`src/pkg/stpb_consts.svh`:
```
// constants of the sensor trim parameter bank: word indices,
// field positions, reset values and bus layout.
// assumes a 32-bit wishbone slave, one 24-bit word per aligned word.
`ifndef STPB_CONSTS_SVH
`define STPB_CONSTS_SVH

// ****************************************
// word indices; byte address is four times
// ****************************************
`define STPB_IDX_TC2      6'h08
`define STPB_IDX_TC1      6'h09
`define STPB_IDX_GAIN     6'h0a
`define STPB_IDX_POL      6'h1b
`define STPB_IDX_QVO      6'h1d
`define STPB_IDX_NOTES_C  6'h1f
`define STPB_IDX_STATUS   6'h20

// ****************************************
// field positions
// ****************************************
`define STPB_POL_BIT      22
`define STPB_QVO_LSB      0
`define STPB_QVO_MSB      11
`define STPB_GAIN_LSB     0
`define STPB_GAIN_MSB     11
`define STPB_NOTES_LSB    12
`define STPB_NOTES_MSB    23
`define STPB_OFS1_LSB     0
`define STPB_OFS1_MSB     7
`define STPB_TC1C_LSB     8
`define STPB_TC1C_MSB     15
`define STPB_TC1H_LSB     16
`define STPB_TC1H_MSB     23
`define STPB_TC2C_LSB     6
`define STPB_TC2C_MSB     14
`define STPB_TC2H_LSB     15
`define STPB_TC2H_MSB     23

// ****************************************
// reset values, word count and data width
// ****************************************
`define STPB_WORD_RST     24'h000000
`define STPB_FACT_TC1     8'h00
`define STPB_FACT_TC2     9'h000
`define STPB_WORDS        6
`define STPB_DAT_W        32

`endif

```
`src/pkg/stpb_pkg.sv`:
```
// types of the sensor trim parameter bank.
// assumes stpb_consts.svh is included by the design files.
package stpb_pkg;

  typedef logic [23:0] stpb_word_t;
  typedef logic [2:0]  stpb_slot_t;

  // read path idle -> fetch -> answer -> idle; writes go idle -> answer
  typedef enum logic [1:0] {
    ST_IDLE   = 2'b00,
    ST_FETCH  = 2'b01,
    ST_ANSWER = 2'b11
  } stpb_bus_state_t;

endpackage

```
`src/rtl/stpb_word_store.sv`:
```
// six 24-bit parameter words with byte-lane writes and a
// registered read port; all words are also presented flat.
// assumes one write per cycle and a slot index below six.
`timescale 1ns/1ns
`default_nettype none
`include "stpb_consts.svh"

module stpb_word_store (
  input  wire logic                  i_clk,
  input  wire logic                  i_rst,
  input  wire logic                  i_ce,
  input  wire logic                  i_we,
  input  wire logic [2:0]            i_wsel,
  input  wire stpb_pkg::stpb_slot_t  i_addr,
  input  wire stpb_pkg::stpb_word_t  i_wdata,
  output stpb_pkg::stpb_word_t       o_rdata,
  output logic [6*24-1:0]            o_words
);

  stpb_pkg::stpb_word_t mem_reg [`STPB_WORDS];

  // ****************************************
  // byte-lane merge
  // ****************************************
  function automatic stpb_pkg::stpb_word_t merge(
    input stpb_pkg::stpb_word_t old_w,
    input stpb_pkg::stpb_word_t new_w,
    input logic [2:0]           sel
  );
    stpb_pkg::stpb_word_t res;
    res = old_w;
    for (int b = 0; b < 3; b++) begin
      if (sel[b]) begin
        res[b*8 +: 8] = new_w[b*8 +: 8];
      end
    end
    return res;
  endfunction

  always_ff @(posedge i_clk) begin
    if (i_rst) begin
      for (int i = 0; i < `STPB_WORDS; i++) begin
        mem_reg[i] <= `STPB_WORD_RST;
      end
    end else if (i_ce && i_we) begin
      // untouched lanes keep their fields
      mem_reg[i_addr] <= merge(mem_reg[i_addr], i_wdata, i_wsel);
    end
  end

  always_ff @(posedge i_clk) begin
    if (i_rst) begin
      o_rdata <= `STPB_WORD_RST;
    end else if (i_ce) begin
      o_rdata <= mem_reg[i_addr];
    end
  end

  always_comb begin
    for (int i = 0; i < `STPB_WORDS; i++) begin
      o_words[i*24 +: 24] = mem_reg[i];
    end
  end

endmodule
`default_nettype wire

```
`src/rtl/stpb_top.sv`:
```
// sensor trim parameter bank: wishbone classic slave over six
// parameter words, field decode, polarity, baseline and the
// hot/cold tempco selection.
// assumes a single synchronous clock and inputs synchronous to it;
// i_diff is left channel minus right channel, signed.
`timescale 1ns/1ns
`default_nettype none
`include "stpb_consts.svh"

module stpb_top (
  input  wire logic         i_clk,
  input  wire logic         i_rst,
  input  wire logic         i_ce,
  input  wire logic         i_wb_cyc,
  input  wire logic         i_wb_stb,
  input  wire logic         i_wb_we,
  input  wire logic [7:0]   i_wb_adr,
  input  wire logic [3:0]   i_wb_sel,
  input  wire logic [31:0]  i_wb_dat,
  output logic [31:0]       o_wb_dat,
  output logic              o_wb_ack,
  input  wire logic         i_temp_hot,
  input  wire logic         i_temp_cold,
  input  wire logic [11:0]  i_diff,
  output logic [12:0]       o_out_level,
  output logic [11:0]       o_gain_multiplier,
  output logic [7:0]        o_offset_tempco,
  output logic [7:0]        o_sens_tc1,
  output logic [8:0]        o_sens_tc2,
  output logic              o_use_factory_tc
);

  // ****************************************
  // address decode
  // ****************************************
  localparam stpb_pkg::stpb_slot_t SLOT_STATUS = 3'h6;
  localparam stpb_pkg::stpb_slot_t SLOT_NONE   = 3'h7;

  function automatic stpb_pkg::stpb_slot_t slot_of(
    input logic [7:0] adr
  );
    stpb_pkg::stpb_slot_t s;
    s = SLOT_NONE;
    if (adr[1:0] == 2'h0) begin
      unique case (adr[7:2])
        `STPB_IDX_TC2:     s = 3'h0;
        `STPB_IDX_TC1:     s = 3'h1;
        `STPB_IDX_GAIN:    s = 3'h2;
        `STPB_IDX_POL:     s = 3'h3;
        `STPB_IDX_QVO:     s = 3'h4;
        `STPB_IDX_NOTES_C: s = 3'h5;
        `STPB_IDX_STATUS:  s = SLOT_STATUS;
        default:           s = SLOT_NONE;
      endcase
    end
    return s;
  endfunction

  function automatic logic is_word(
    input stpb_pkg::stpb_slot_t s
  );
    return s < SLOT_STATUS;
  endfunction

  // ****************************************
  // bus handshake
  // ****************************************
  stpb_pkg::stpb_bus_state_t state_reg;
  stpb_pkg::stpb_slot_t      slot;
  stpb_pkg::stpb_slot_t      slot_reg;
  stpb_pkg::stpb_word_t      rdata;
  logic [6*24-1:0]           words;
  logic                      req;
  logic                      wr_word;
  logic [3:0]                prog_reg;

  assign slot    = slot_of(i_wb_adr);
  assign req     = i_wb_cyc && i_wb_stb && (state_reg == stpb_pkg::ST_IDLE);
  assign wr_word = req && i_wb_we && is_word(slot);

  always_ff @(posedge i_clk) begin
    if (i_rst) begin
      state_reg <= stpb_pkg::ST_IDLE;
    end else if (i_ce) begin
      unique case (state_reg)
        stpb_pkg::ST_IDLE: begin
          if (req && i_wb_we) begin
            state_reg <= stpb_pkg::ST_ANSWER;
          end else if (req) begin
            state_reg <= stpb_pkg::ST_FETCH;
          end
        end
        stpb_pkg::ST_FETCH: begin
          state_reg <= stpb_pkg::ST_ANSWER;
        end
        stpb_pkg::ST_ANSWER: begin
          state_reg <= stpb_pkg::ST_IDLE;
        end
        default: begin
          state_reg <= stpb_pkg::ST_IDLE;
        end
      endcase
    end
  end

  always_ff @(posedge i_clk) begin
    if (i_rst) begin
      slot_reg <= SLOT_NONE;
    end else if (i_ce && req) begin
      slot_reg <= slot;
    end
  end

  // ack stands for one cycle; writes answer a cycle sooner
  always_ff @(posedge i_clk) begin
    if (i_rst) begin
      o_wb_ack <= 1'b0;
    end else if (i_ce) begin
      o_wb_ack <= (req && i_wb_we) ||
                  (state_reg == stpb_pkg::ST_FETCH);
    end
  end

  // unmapped and misaligned reads return zero, high byte reads zero
  always_ff @(posedge i_clk) begin
    if (i_rst) begin
      o_wb_dat <= 32'h0;
    end else if (i_ce && state_reg == stpb_pkg::ST_FETCH) begin
      if (is_word(slot_reg)) begin
        o_wb_dat <= {8'h00, rdata};
      end else if (slot_reg == SLOT_STATUS) begin
        o_wb_dat <= {24'h0, i_temp_hot, i_temp_cold,
                     o_use_factory_tc, 1'b0, prog_reg};
      end else begin
        o_wb_dat <= 32'h0;
      end
    end
  end

  stpb_word_store u_store (
    .i_clk   (i_clk),
    .i_rst   (i_rst),
    .i_ce    (i_ce),
    .i_we    (wr_word),
    .i_wsel  (i_wb_sel[2:0]),
    .i_addr  (is_word(slot) ? slot : 3'h0),
    .i_wdata (i_wb_dat[23:0]),
    .o_rdata (rdata),
    .o_words (words)
  );

  // ****************************************
  // field views of the stored words
  // ****************************************
  stpb_pkg::stpb_word_t w_tc2;
  stpb_pkg::stpb_word_t w_tc1;
  stpb_pkg::stpb_word_t w_gain;
  stpb_pkg::stpb_word_t w_pol;
  stpb_pkg::stpb_word_t w_qvo;
  logic                 polarity_flip;
  logic signed [11:0]   quiescent_level_code;
  logic [8:0]           second_order_sens_cold;
  logic [8:0]           second_order_sens_hot;
  logic [7:0]           first_order_sens_cold;
  logic [7:0]           first_order_sens_hot;

  assign w_tc2  = words[0*24 +: 24];
  assign w_tc1  = words[1*24 +: 24];
  assign w_gain = words[2*24 +: 24];
  assign w_pol  = words[3*24 +: 24];
  assign w_qvo  = words[4*24 +: 24];
  // scratch bits of 0x0a, 0x1d and all of 0x1f are never read here
  // beyond the bus read path

  assign polarity_flip = w_pol[`STPB_POL_BIT];
  assign quiescent_level_code =
    w_qvo[`STPB_QVO_MSB:`STPB_QVO_LSB];
  assign second_order_sens_cold =
    w_tc2[`STPB_TC2C_MSB:`STPB_TC2C_LSB];
  assign second_order_sens_hot =
    w_tc2[`STPB_TC2H_MSB:`STPB_TC2H_LSB];
  assign first_order_sens_cold =
    w_tc1[`STPB_TC1C_MSB:`STPB_TC1C_LSB];
  assign first_order_sens_hot =
    w_tc1[`STPB_TC1H_MSB:`STPB_TC1H_LSB];

  // ****************************************
  // programmed flags of the sensitivity tempcos
  // ****************************************
  // bit0 tc2 cold, bit1 tc2 hot, bit2 tc1 cold, bit3 tc1 hot;
  // only reset clears them, so no write can be lost
  always_ff @(posedge i_clk) begin
    if (i_rst) begin
      prog_reg <= 4'h0;
    end else if (i_ce && wr_word && slot == 3'h0) begin
      prog_reg[0] <= prog_reg[0] | i_wb_sel[0] | i_wb_sel[1];
      prog_reg[1] <= prog_reg[1] | i_wb_sel[1] | i_wb_sel[2];
    end else if (i_ce && wr_word && slot == 3'h1) begin
      prog_reg[2] <= prog_reg[2] | i_wb_sel[1];
      prog_reg[3] <= prog_reg[3] | i_wb_sel[2];
    end
  end

  always_ff @(posedge i_clk) begin
    if (i_rst) begin
      o_use_factory_tc <= 1'b1;
    end else if (i_ce) begin
      o_use_factory_tc <= (prog_reg == 4'h0);
    end
  end

  // ****************************************
  // tempco selection around 25 c
  // ****************************************
  // at exactly 25 c the second order term is zero and tc1 takes the cold value once any tempco flag is set, else the factory value
  always_ff @(posedge i_clk) begin
    if (i_rst) begin
      o_sens_tc2 <= `STPB_FACT_TC2;
    end else if (i_ce) begin
      if (prog_reg == 4'h0) begin
        o_sens_tc2 <= `STPB_FACT_TC2;
      end else if (i_temp_hot) begin
        o_sens_tc2 <= second_order_sens_hot;
      end else if (i_temp_cold) begin
        o_sens_tc2 <= second_order_sens_cold;
      end else begin
        o_sens_tc2 <= 9'h000;
      end
    end
  end

  always_ff @(posedge i_clk) begin
    if (i_rst) begin
      o_sens_tc1 <= `STPB_FACT_TC1;
    end else if (i_ce) begin
      if (prog_reg == 4'h0) begin
        o_sens_tc1 <= `STPB_FACT_TC1;
      end else if (i_temp_hot) begin
        o_sens_tc1 <= first_order_sens_hot;
      end else begin
        o_sens_tc1 <= first_order_sens_cold;
      end
    end
  end

  always_ff @(posedge i_clk) begin
    if (i_rst) begin
      o_offset_tempco <= 8'h00;
    end else if (i_ce) begin
      o_offset_tempco <= w_tc1[`STPB_OFS1_MSB:`STPB_OFS1_LSB];
    end
  end

  // multiplier on the factory sensitivity; scaling is downstream
  always_ff @(posedge i_clk) begin
    if (i_rst) begin
      o_gain_multiplier <= 12'h000;
    end else if (i_ce) begin
      o_gain_multiplier <= w_gain[`STPB_GAIN_MSB:`STPB_GAIN_LSB];
    end
  end

  // ****************************************
  // polarity and baseline
  // ****************************************
  // 13 bits so that baseline plus a full-scale swing cannot wrap
  logic signed [12:0] diff_ext;
  logic signed [12:0] diff_pol;

  assign diff_ext = {i_diff[11], i_diff};
  assign diff_pol = polarity_flip ? -diff_ext : diff_ext;

  always_ff @(posedge i_clk) begin
    if (i_rst) begin
      o_out_level <= 13'h0000;
    end else if (i_ce) begin
      o_out_level <= {quiescent_level_code[11], quiescent_level_code}
                     + diff_pol;
    end
  end

  // scratch fields reach only the read path above

endmodule
`default_nettype wire

```
`config.mk`:
```
export PLATFORM = sky130hd
export DESIGN_NAME = stpb_top
export DESIGN_NICKNAME = d
export VERILOG_FILES = /design/src/pkg/stpb_pkg.sv /design/src/rtl/stpb_word_store.sv /design/src/rtl/stpb_top.sv
export VERILOG_INCLUDE_DIRS = /design/src /design/src/pkg
export SDC_FILE = /design/constraint.sdc
export NUM_CORES = 1
export LEC_CHECK = 0
export CAP_MARGIN = 20
export CORE_ASPECT_RATIO = 0.8
export CORE_MARGIN = 2
export CORE_UTILIZATION = 55
export DETAILED_ROUTE_END_ITERATION = 10
export DONT_BUFFER_PORTS = 1
export GPL_TIMING_DRIVEN = 0
export PLACE_DENSITY = 0.77
export SETUP_SLACK_MARGIN = 0.1
export SLEW_MARGIN = 10
export SYNTH_ARGS = -nofsm -noshare
export SYNTH_HDL_FRONTEND = slang
export SYNTH_SLANG_ARGS = --single-unit
```
`constraint.sdc`:
```
create_clock -name i_clk -period 9.94 [get_ports i_clk]
set_input_delay 1.491 -clock i_clk [delete_from_list [all_inputs] [get_ports i_clk]]
set_output_delay 1.491 -clock i_clk [all_outputs]
set_load 0.02 [all_outputs]
```
==> metrics.txt, run 1 <==
register area 6510 sq um; top area cells in the synthesized netlist edfxtp_1 (37%), dfxtp_1 (18%), nor2_1 (7.3%); Finish-stage setup viols 0; drt first pass iters 5; PD cells 177 nW/um^2; Worst Path Required 10.18 ns; Die Height 135 microns; H-tree depth 1; number of setup buffers added after CTS 0; total power 0.00232 W; initial core utilization 0.567; Max Fanout on Critical Path 14; port bufs 0; Mapped Avg Cell Area 9.86 sq um; Pleak 4.90 nW; vias per inst 6.41; post-synthesis cell area 11,800 sq um; share of the synthesized area in the top cell type 0.366; R2R Path End u_store.mem_reg[1][6]$_SDFFCE_PN0P_; Cell Area, Placed 12,200 sq um; GR Util All Layers 0.311; Arr. time, crit path 4.82 ns; WL/cell 23.4 microns; final period utilization 0.461; Worst-Margin Slew 1.07 ns; gpl congestion 0.975; vias in the first global route 9,204; row count 47; Ant. Diodes 0; TritonCTS clock tree yes; final WL 35,700 microns; Max-slew headroom 0.282; DR DRC count 0; worst hold endpoint u_store.o_rdata[23]$_SDFFE_PP0P_; YS warnings 0; ys flop type edfxtp_1; num ports 148; f_max 218 MHz; Fin. Hold Viols 0; max reg flops 144; synthesized flop and latch total 253; Sink Count 253; CP Launch Type input pin; worst stage delay on the critical path 0.71 ns; footprint of the multi-input gates 4890 sq um; max-cap violation count 0; post-synth cell types 57; Total Neg Setup Slack 0 ns; Final Cell Area 13,100 sq um; Async S/R FF share, synth 0; vias 9,784; EDFF count, synth 144; PostCTS Resize Cnt 0; worst reg2reg path depth 7; HP Start u_store.o_rdata[23]$_SDFFE_PP0P_; first-pass GRT wire length 53,700 microns; Die Area 22,700 sq um; flop2flop setup slack 6.46 ns; Post-Syn Instances 1,200; CP Buf/Inv Count 3; status finished, final reports clean; hold-fix buffers at CTS 0; Max Clock Skew 0.00892 ns; minimum clock period 4.58 ns; post-DP HPWL 25,700 microns; First DRT Iteration DRCs 1,484; launch point of the worst reg-to-reg path state_reg[1]$_SDFFE_PP0P_; Max Slew Vio Count 0; CP cell instances clkbuf_1, nand2b_1, nand3b_1, nor4_4, nand3_1, clkbuf_1, nand2_1, buf_8; Clock Pin Slew Worst Setup and Hold Paths 0.06 ns; VDD IR max 0.138 mV; count leader, synth nor2_1; critical path type input pin to register; area delta synth->final 10.9%; initial antenna violation count 0; Seq/Total Area, Yosys 0.550; Setup crit end kind register; clk buf depth 3; later-pin clock latency in the skew report 0.54 ns; Final nets 1,317; RSZ-0062 raised after global routing no; residual overflow from global routing 0; root buf cell clkbuf_16; Slowest-stage cell, CP nand2_1; cell family with the largest share of critical-path delay simple AND/OR/NAND/NOR gates; # fillers 1,732; worst hold path type register to register; share of cells above drive strength 1 0.0835; Synth area leader edfxtp_1; Post-synth top cells nor2_1 (229), edfxtp_1 (144), nand2_1 (130); hold path depth 2; core area 20,900 sq um; largest net degree at the start of global routing 25; die width 168 microns; most frequent CP cell clkbuf_1; Antenna Nets Post-Route 0; Num CTS Buffers 25
[how the worst max path moves through the flow]
stage	start	endpoint	slack, ns	cells past startpoint
2_1_floorplan	i_diff[3]	o_out_level[12]$_SDFFE_PP0P_	5.64	10
3_3_place_gp	i_ce	u_store.mem_reg[1][4]$_SDFFCE_PN0P_	4.91	7
3_5_place_dp	i_ce	u_store.mem_reg[2][0]$_SDFFCE_PN0P_	4.88	7
4_1_cts	i_ce	u_store.mem_reg[2][3]$_SDFFCE_PN0P_	5.43	7
5_1_grt	i_ce	u_store.mem_reg[1][9]$_SDFFCE_PN0P_	5.34	8
6_report	i_ce	u_store.mem_reg[1][6]$_SDFFCE_PN0P_	5.36	8
[layer usage]
layer	part of all wire	GRT usage
met1	0.40	0.437
met2	0.43	0.481
met3	0.13	0.0838
met4	0.031	0.0841
met5	0	0
[worst min-delay path, delay by kind of cell, from the launching register on]
kind            cells  cell delay [ns]
compound gates      1             0.05
flops               1             0.31
simple gates        1             0.06
[through the flow]
step / hold slack (ns) / instances / worst slack (ns) / util
after detailed placement: 0.455 / 1478 / 4.88 / 0.586
after global routing: 0.483 / 1527 / 5.34 / 0.628
after CTS: 0.465 / 1524 / 5.43 / 0.625
after floorplan: 0.436 / 1207 / 5.64 / -
after global placement: 0.456 / 1476 / 4.91 / 0.584
final: 0.466 / 1527 / 5.36 / 0.628
[layout make-up]
class	count	area share
Multi-Input combinational cell	846	0.373
Tap cell	269	0.0257
Inverter	10	0.00286
Timing Repair Buffer	5	0.00763
Sequential cell	253	0.496
Clock buffer	33	0.0554
Buffer	98	0.0322
Clock inverter	13	0.00735
[report_power, final]
group / internal, W / leakage (nW) / switching (W)
Sequential: 0.00114 / 2.37 / 0.0000336
Clock: 0.000541 / 0.418 / 0.000405
Combinational: 0.0000644 / 2.11 / 0.000139
[kinds of logic after synthesis]
kind of cell,after synthesis,share of synthesized area
flip-flops,253,0.550
buffers and inverters,108,0.0388
AND/OR/NAND/NOR,451,0.165
multiplexers,58,0.0491
AO/OA/AOI/OAI,296,0.167
adder cells (fa/ha/maj),14,0.0154
other,1,0.000317
XOR/XNOR,19,0.0141
[placed cells by master (no fill, tap or decap), drive strengths merged, types with 4 or more instances in the layout]
| cell type | n |
|---|---|
| nor3b | 8 |
| dfxtp | 109 |
| and3 | 4 |
| xnor2 | 16 |
| or2 | 5 |
| a21oi | 116 |
| a22oi | 34 |
| mux2i | 58 |
| clkinv | 11 |
| edfxtp | 144 |
| nand2b | 6 |
| conb | 8 |
| ha | 13 |
| nand2 | 131 |
| a21o | 4 |
| inv | 11 |
| or3 | 4 |
| clkbuf | 96 |
| nor3 | 14 |
| o2111ai | 25 |
| and4 | 4 |
| o211ai | 5 |
| nor2 | 229 |
| a211oi | 15 |
| nand3 | 25 |
| o21ai | 53 |
| a32oi | 24 |
| buf | 40 |
Note: power is estimated with default switching activity, not from simulation.
==> run 2, diff against run 1 <==
PLACE_DENSITY = 0.8   (was 0.77)
clock period = 4.2 ns   (was 9.94 ns; I/O delays follow)
==> metrics.txt, run 2 (synthesis results as in run 1) <==
Final Cell Area 13,200 sq um (+0.41%); minimum clock period 3.51 ns; final WL 35,600 microns (-0.41%); Antenna Nets Post-Route 0 (unchanged); Die Height 135 microns (unchanged); initial core utilization 0.567 (unchanged); VDD IR max 0.320 mV (+130%); vias 9,897 (+1.2%); DR DRC count 0 (unchanged); Worst-Margin Slew 1.00 ns (-0.0744 ns); Max-slew headroom 0.331 (+0.0489); Total Neg Setup Slack 0 ns (unchanged); commonest non-fill, non-tap cell in the layout nor2_1; gpl congestion 0.961 (-1.4%); H-tree depth 1 (unchanged); Setup crit end kind register; clk buf depth 3 (unchanged); residual overflow from global routing 0 (unchanged); Max Slew Vio Count 0 (unchanged); commonest non-fill, non-tap cells in the layout nor2_1 (229), edfxtp_1 (144), nand2_1 (130), a21oi_1 (116), dfxtp_1 (109); post-DP HPWL 25,400 microns (-1.1%); Fin. Hold Viols 0 (unchanged); port bufs 0 (unchanged); vias per inst 6.47 (+1.0%); Cell Area, Placed 12,200 sq um (-0.10%); total power 0.00563 W (+140%); row count 47 (unchanged); critical path type input pin to register; share of cells above drive strength 1 0.0834 (about the same); later-pin clock latency in the skew report 0.56 ns (+0.02 ns); num ports 148 (unchanged); Max Clock Skew 0.0280 ns (+0.0191 ns); initial antenna violation count 1 (+1); Num CTS Buffers 26 (+4.0%); f_max 285 MHz; Worst Path Required 4.45 ns (-5.73 ns); final period utilization 0.836; max reg flops 144 (unchanged); TritonCTS clock tree yes; Finish-stage setup viols 0 (unchanged); vias in the first global route 9,102 (-1.1%); Layout Cells excl Fill 1,529 (+0.13%); drt first pass iters 6 (+1); WL/cell 23.3 microns (-0.54%); number of setup buffers added after CTS 0 (unchanged); PD cells 427 nW/um^2 (+140%); core area 20,900 sq um (unchanged); Max Fanout on Critical Path 14 (unchanged); Placed Instances 1,478 (unchanged); First DRT Iteration DRCs 1,646 (+11%); Arr. time, crit path 3.76 ns (-1.06 ns); die width 168 microns (unchanged); GR Util All Layers 0.306 (-0.00520); Pleak 4.91 nW (+0.20%); max-cap violation count 0 (unchanged); first-pass GRT wire length 52,700 microns (-1.8%); CP Launch Type input pin; Sink Count 253 (unchanged); worst hold path type input pin to register; PostCTS Resize Cnt 0 (unchanged); Final nets 1,319 (+0.15%); Die Area 22,700 sq um (unchanged); root buf cell clkbuf_16; largest net degree at the start of global routing 25 (unchanged); status finished, final reports clean; Clock Pin Slew Worst Setup and Hold Paths 0.06 ns (about the same); RSZ-0062 raised after global routing no; area delta synth->final 11.3%; hold-fix buffers at CTS 0 (unchanged)
==> run 2: changes by cell type in the layout (fill, tap and decap cells not counted) <==
cell / previous run / this run
clkbuf_8: 5 / 3
clkbuf_4: 0 / 1
clkinv_2: 9 / 4
clkinv_8: 0 / 1
clkinv_4: 1 / 0
clkbuf_1: 65 / 66
inv_8: 0 / 1
diode_2: 0 / 1
buf_8: 3 / 4
bufinv_16: 1 / 3
clkinvlp_4: 0 / 2
buf_6: 0 / 1
buf_16: 2 / 1
==> run 2: area by class of cell <==
class / instances / area [sq um]
multi-input combinational: 846 / 4890
antenna: 1 / 2.50
timing repair buffer: 6 / 98.8
sequential: 253 / 6510
tap: 269 / 337
fill: 1668 / 7710
buffer: 98 / 422
clock buffer: 33 / 711
clock inverter: 13 / 165
inverter: 10 / 37.5
==> run 2: metal layers <==
metal | share of wire | GRT usage | wire, microns | up-vias
li1 | - | - | - | 4410
met1 | 0.38 | 0.406 | 13400 | 4679
met2 | 0.43 | 0.467 | 15300 | 718
met3 | 0.16 | 0.117 | 5710 | 90
met4 | 0.032 | 0.0976 | 1140 | 0
met5 | 0 | 0 | 0 | -
==> run 2: power by group <==
group	leakage, nW	switching (W)	internal [W]
combinational	2.11	0.000328	0.000152
sequential	2.37	0.0000797	0.00270
clock	0.427	0.000986	0.00139
total	4.91	0.00139	0.00423
==> run 2: final timing paths <==
| check | startpoint | endpoint | slack (ns) | cells past startpoint |
|---|---|---|---|---|
| setup reg to reg | state_reg[1]$_SDFFE_PP0P_ | u_store.mem_reg[2][7]$_SDFFCE_PN0P_ | 0.89 | 7 |
| setup / recovery | i_ce | u_store.mem_reg[2][7]$_SDFFCE_PN0P_ | 0.69 | 8 |
| hold reg to reg | u_store.o_rdata[23]$_SDFFE_PP0P_ | u_store.o_rdata[23]$_SDFFE_PP0P_ | 0.47 | 2 |
| hold / removal | i_wb_stb | state_reg[0]$_SDFFE_PP0P_ | 0.28 | 2 |
==> run 2: critical path: stages <==
cell	delay, ns
clkbuf_1	0.40
nand2b_1	0.21
nand3b_1	0.43
nor4_4	0.43
nand3_1	0.40
clkbuf_1	0.39
nand2_1	0.57
buf_6	0.28
==> run 2: stage by stage <==
step           utilization  setup WS (ns)  hold slack [ns]
2_1_floorplan            -          0.764            0.436
3_3_place_gp         0.584         0.0359            0.456
3_5_place_dp         0.585         0.0609            0.459
4_1_cts              0.627          0.628            0.286
5_1_grt              0.631          0.642            0.282
6_report             0.631          0.688            0.285
==> run 3, diff against run 2 <==
PLACE_DENSITY = 0.77   (was 0.8)
clock period = 3.4 ns   (was 4.2 ns; I/O delays follow)
==> metrics.txt, run 3 (synthesis results as in run 1) <==
share of cells above drive strength 1 0.0866 (+0.00325); R2R Path End u_store.mem_reg[0][6]$_SDFFCE_PN0P_; Worst Path Required 3.57 ns (-0.88 ns); port bufs 0 (unchanged); total power 0.00678 W (+20%); switching share of power 0.247 (-0.000612); M2 GR Usage 0.449 (-0.0184); max-cap violation count 0 (unchanged); largest net degree at the start of global routing 25 (unchanged); later-pin clock latency in the skew report 0.54 ns (-0.02 ns); routing usage on met3 0.104 (-0.0131); share of total power in the clock network 0.408 (-0.014); final period utilization 0.945; Setup crit end kind register; crit path from i_ce; launch point of the worst reg-to-reg path state_reg[1]$_SDFFE_PP0P_; Pleak 4.88 nW (-0.56%); CP Launch Type input pin; Placed Instances 1,479 (+0.068%); critical path type input pin to register; initial core utilization 0.567 (unchanged); flop2flop setup slack 0.28 ns (-0.61 ns); Max Slew Vio Count 0 (unchanged); die width 168 microns (unchanged); Fin. Hold Viols 0 (unchanged); Gate power share 0.086 (about the same); Layout Cells excl Fill 1,527 (-0.13%); first-pass GRT wire length 52,600 microns (-0.33%); Die Area 22,700 sq um (unchanged); internal power 0.00510 W (+20%); gpl congestion 0.988 (+2.8%); num ports 148 (unchanged); H-tree depth 1 (unchanged); VDD IR max 0.297 mV (-7.1%); commonest non-fill, non-tap cells in the layout nor2_1 (229), edfxtp_1 (144), nand2_1 (126), a21oi_1 (116), dfxtp_1 (109); Final nets 1,317 (-0.15%); status finished, final reports clean; most used routing layer met2; Max Fanout on Critical Path 24 (+10); root buf cell clkbuf_16; vias in the first global route 8,881 (-2.4%); drt first pass iters 5 (-1); vias 9,897 (unchanged); core area 20,900 sq um (unchanged); PD cells 517 nW/um^2 (+21%); DR DRC count 0 (unchanged); Util after Layout 0.628 (-0.00324); First DRT Iteration DRCs 1,491 (-9.4%); Worst Setup EP u_store.mem_reg[0][6]$_SDFFCE_PN0P_; GR Util All Layers 0.305 (-0.00122); initial antenna violation count 0 (-1); Seq pwr share 0.506 (+0.013); hold-fix buffers at CTS 0 (unchanged); fin worst setup slack 0.188 ns (-0.500 ns); # fillers 1,690 (+1.3%); Worst-Margin Slew 0.982 ns (-0.0180 ns); commonest non-fill, non-tap cell in the layout nor2_1; Finish-stage setup viols 0 (unchanged); post-DP HPWL 25,500 microns (+0.47%); Total Neg Setup Slack 0 ns (unchanged); clk buf depth 3 (unchanged); worst reg2reg path depth 6 (-1); Ant. Diodes 0 (-1); Max-slew headroom 0.343 (+0.0120); Net Sw Power 0.00167 W (+20%); worst hold path type input pin to register; Antenna Nets Post-Route 0 (unchanged); Max Clock Skew 0.0180 ns (-0.0100 ns); Clock Pin Slew Worst Setup and Hold Paths 0.06 ns (about the same); post-place setup slack -0.537 ns (-0.598 ns); max reg flops 144 (unchanged); Arr. time, crit path 3.38 ns (-0.38 ns); area delta synth->final 10.8%; GR Util met1 0.427 (+0.0215); residual overflow from global routing 0 (unchanged); row count 47 (unchanged); f_max 311 MHz; minimum clock period 3.21 ns; vias per inst 6.48 (+0.13%); Num CTS Buffers 25 (-3.8%); Sink Count 253 (unchanged); WL/cell 23.1 microns (-0.64%); RSZ-0062 raised after global routing no; final WL 35,300 microns (-0.77%); TritonCTS clock tree yes; Die Height 135 microns (unchanged)
[run 3: cell count changes in the layout (fill, tap and decap cells not counted), moves of 2 or more]
cell | previous run | this run
nand2_1 | 130 | 126
nand2_2 | 1 | 5
bufinv_16 | 3 | 1
clkbuf_8 | 3 | 5
clkinv_2 | 4 | 6
[run 3: what timing repair did]
item / 4_1_cts / 5_1_grt
pin swaps: 0 / 1
buffers inserted: 0 / 1
setup endpoints to repair: 48 / 51
gates resized for setup: 2 / 4
[run 3: worst min-delay path by stage]
stage | startpoint | end | slack [ns] | depth (start not counted)
2_1_floorplan | slot_reg[2]$_SDFFE_PP1P_ | slot_reg[2]$_SDFFE_PP1P_ | 0.44 | 2
3_3_place_gp | u_store.o_rdata[23]$_SDFFE_PP0P_ | u_store.o_rdata[23]$_SDFFE_PP0P_ | 0.45 | 2
3_5_place_dp | u_store.o_rdata[12]$_SDFFE_PP0P_ | u_store.o_rdata[12]$_SDFFE_PP0P_ | 0.46 | 2
4_1_cts | i_wb_cyc | state_reg[0]$_SDFFE_PP0P_ | 0.17 | 2
5_1_grt | i_wb_cyc | state_reg[0]$_SDFFE_PP0P_ | 0.20 | 2
6_report | i_wb_cyc | state_reg[0]$_SDFFE_PP0P_ | 0.18 | 2
[run 3: power groups by stage]
stage / clock network, W / logic (W) / registers, W
floorplan: 0 / 0.000405 / 0.00347
global placement: 0 / 0.000544 / 0.00349
detailed placement: 0 / 0.000561 / 0.00349
CTS: 0.00278 / 0.000566 / 0.00343
global route: 0.00289 / 0.000630 / 0.00344
finish: 0.00276 / 0.000585 / 0.00343
[run 3: routing by layer]
metal | share of wire | vias up
met5 | 0 | -
met4 | 0.035 | 0
met3 | 0.15 | 92
met2 | 0.43 | 695
met1 | 0.39 | 4705
li1 | - | 4405
[run 3: critical path, cell delays in order]
cell and delay [ns]:
clkbuf_1 0.41, nand2b_1 0.22, nand3b_1 0.42, nor4_4 0.44
o2111ai_1 0.47, buf_2 0.38, nand2_2 0.51
[run 3: layout make-up]
class	count	area, sq um	area share
clock inverter	11	88.8	0.00678
inverter	10	37.5	0.00287
multi-input combinational	846	4910	0.375
clock buffer	35	734	0.0561
sequential	253	6510	0.497
tap	269	337	0.0257
timing repair buffer	5	67.6	0.00516
buffer	98	423	0.0323
[run 3: through the flow]
stage          hold slack [ns]  area [sq um]
2_1_floorplan            0.436         11900
3_3_place_gp             0.455         12200
3_5_place_dp             0.459         12200
4_1_cts                  0.166         13100
5_1_grt                  0.199         13100
6_report                 0.178         13100
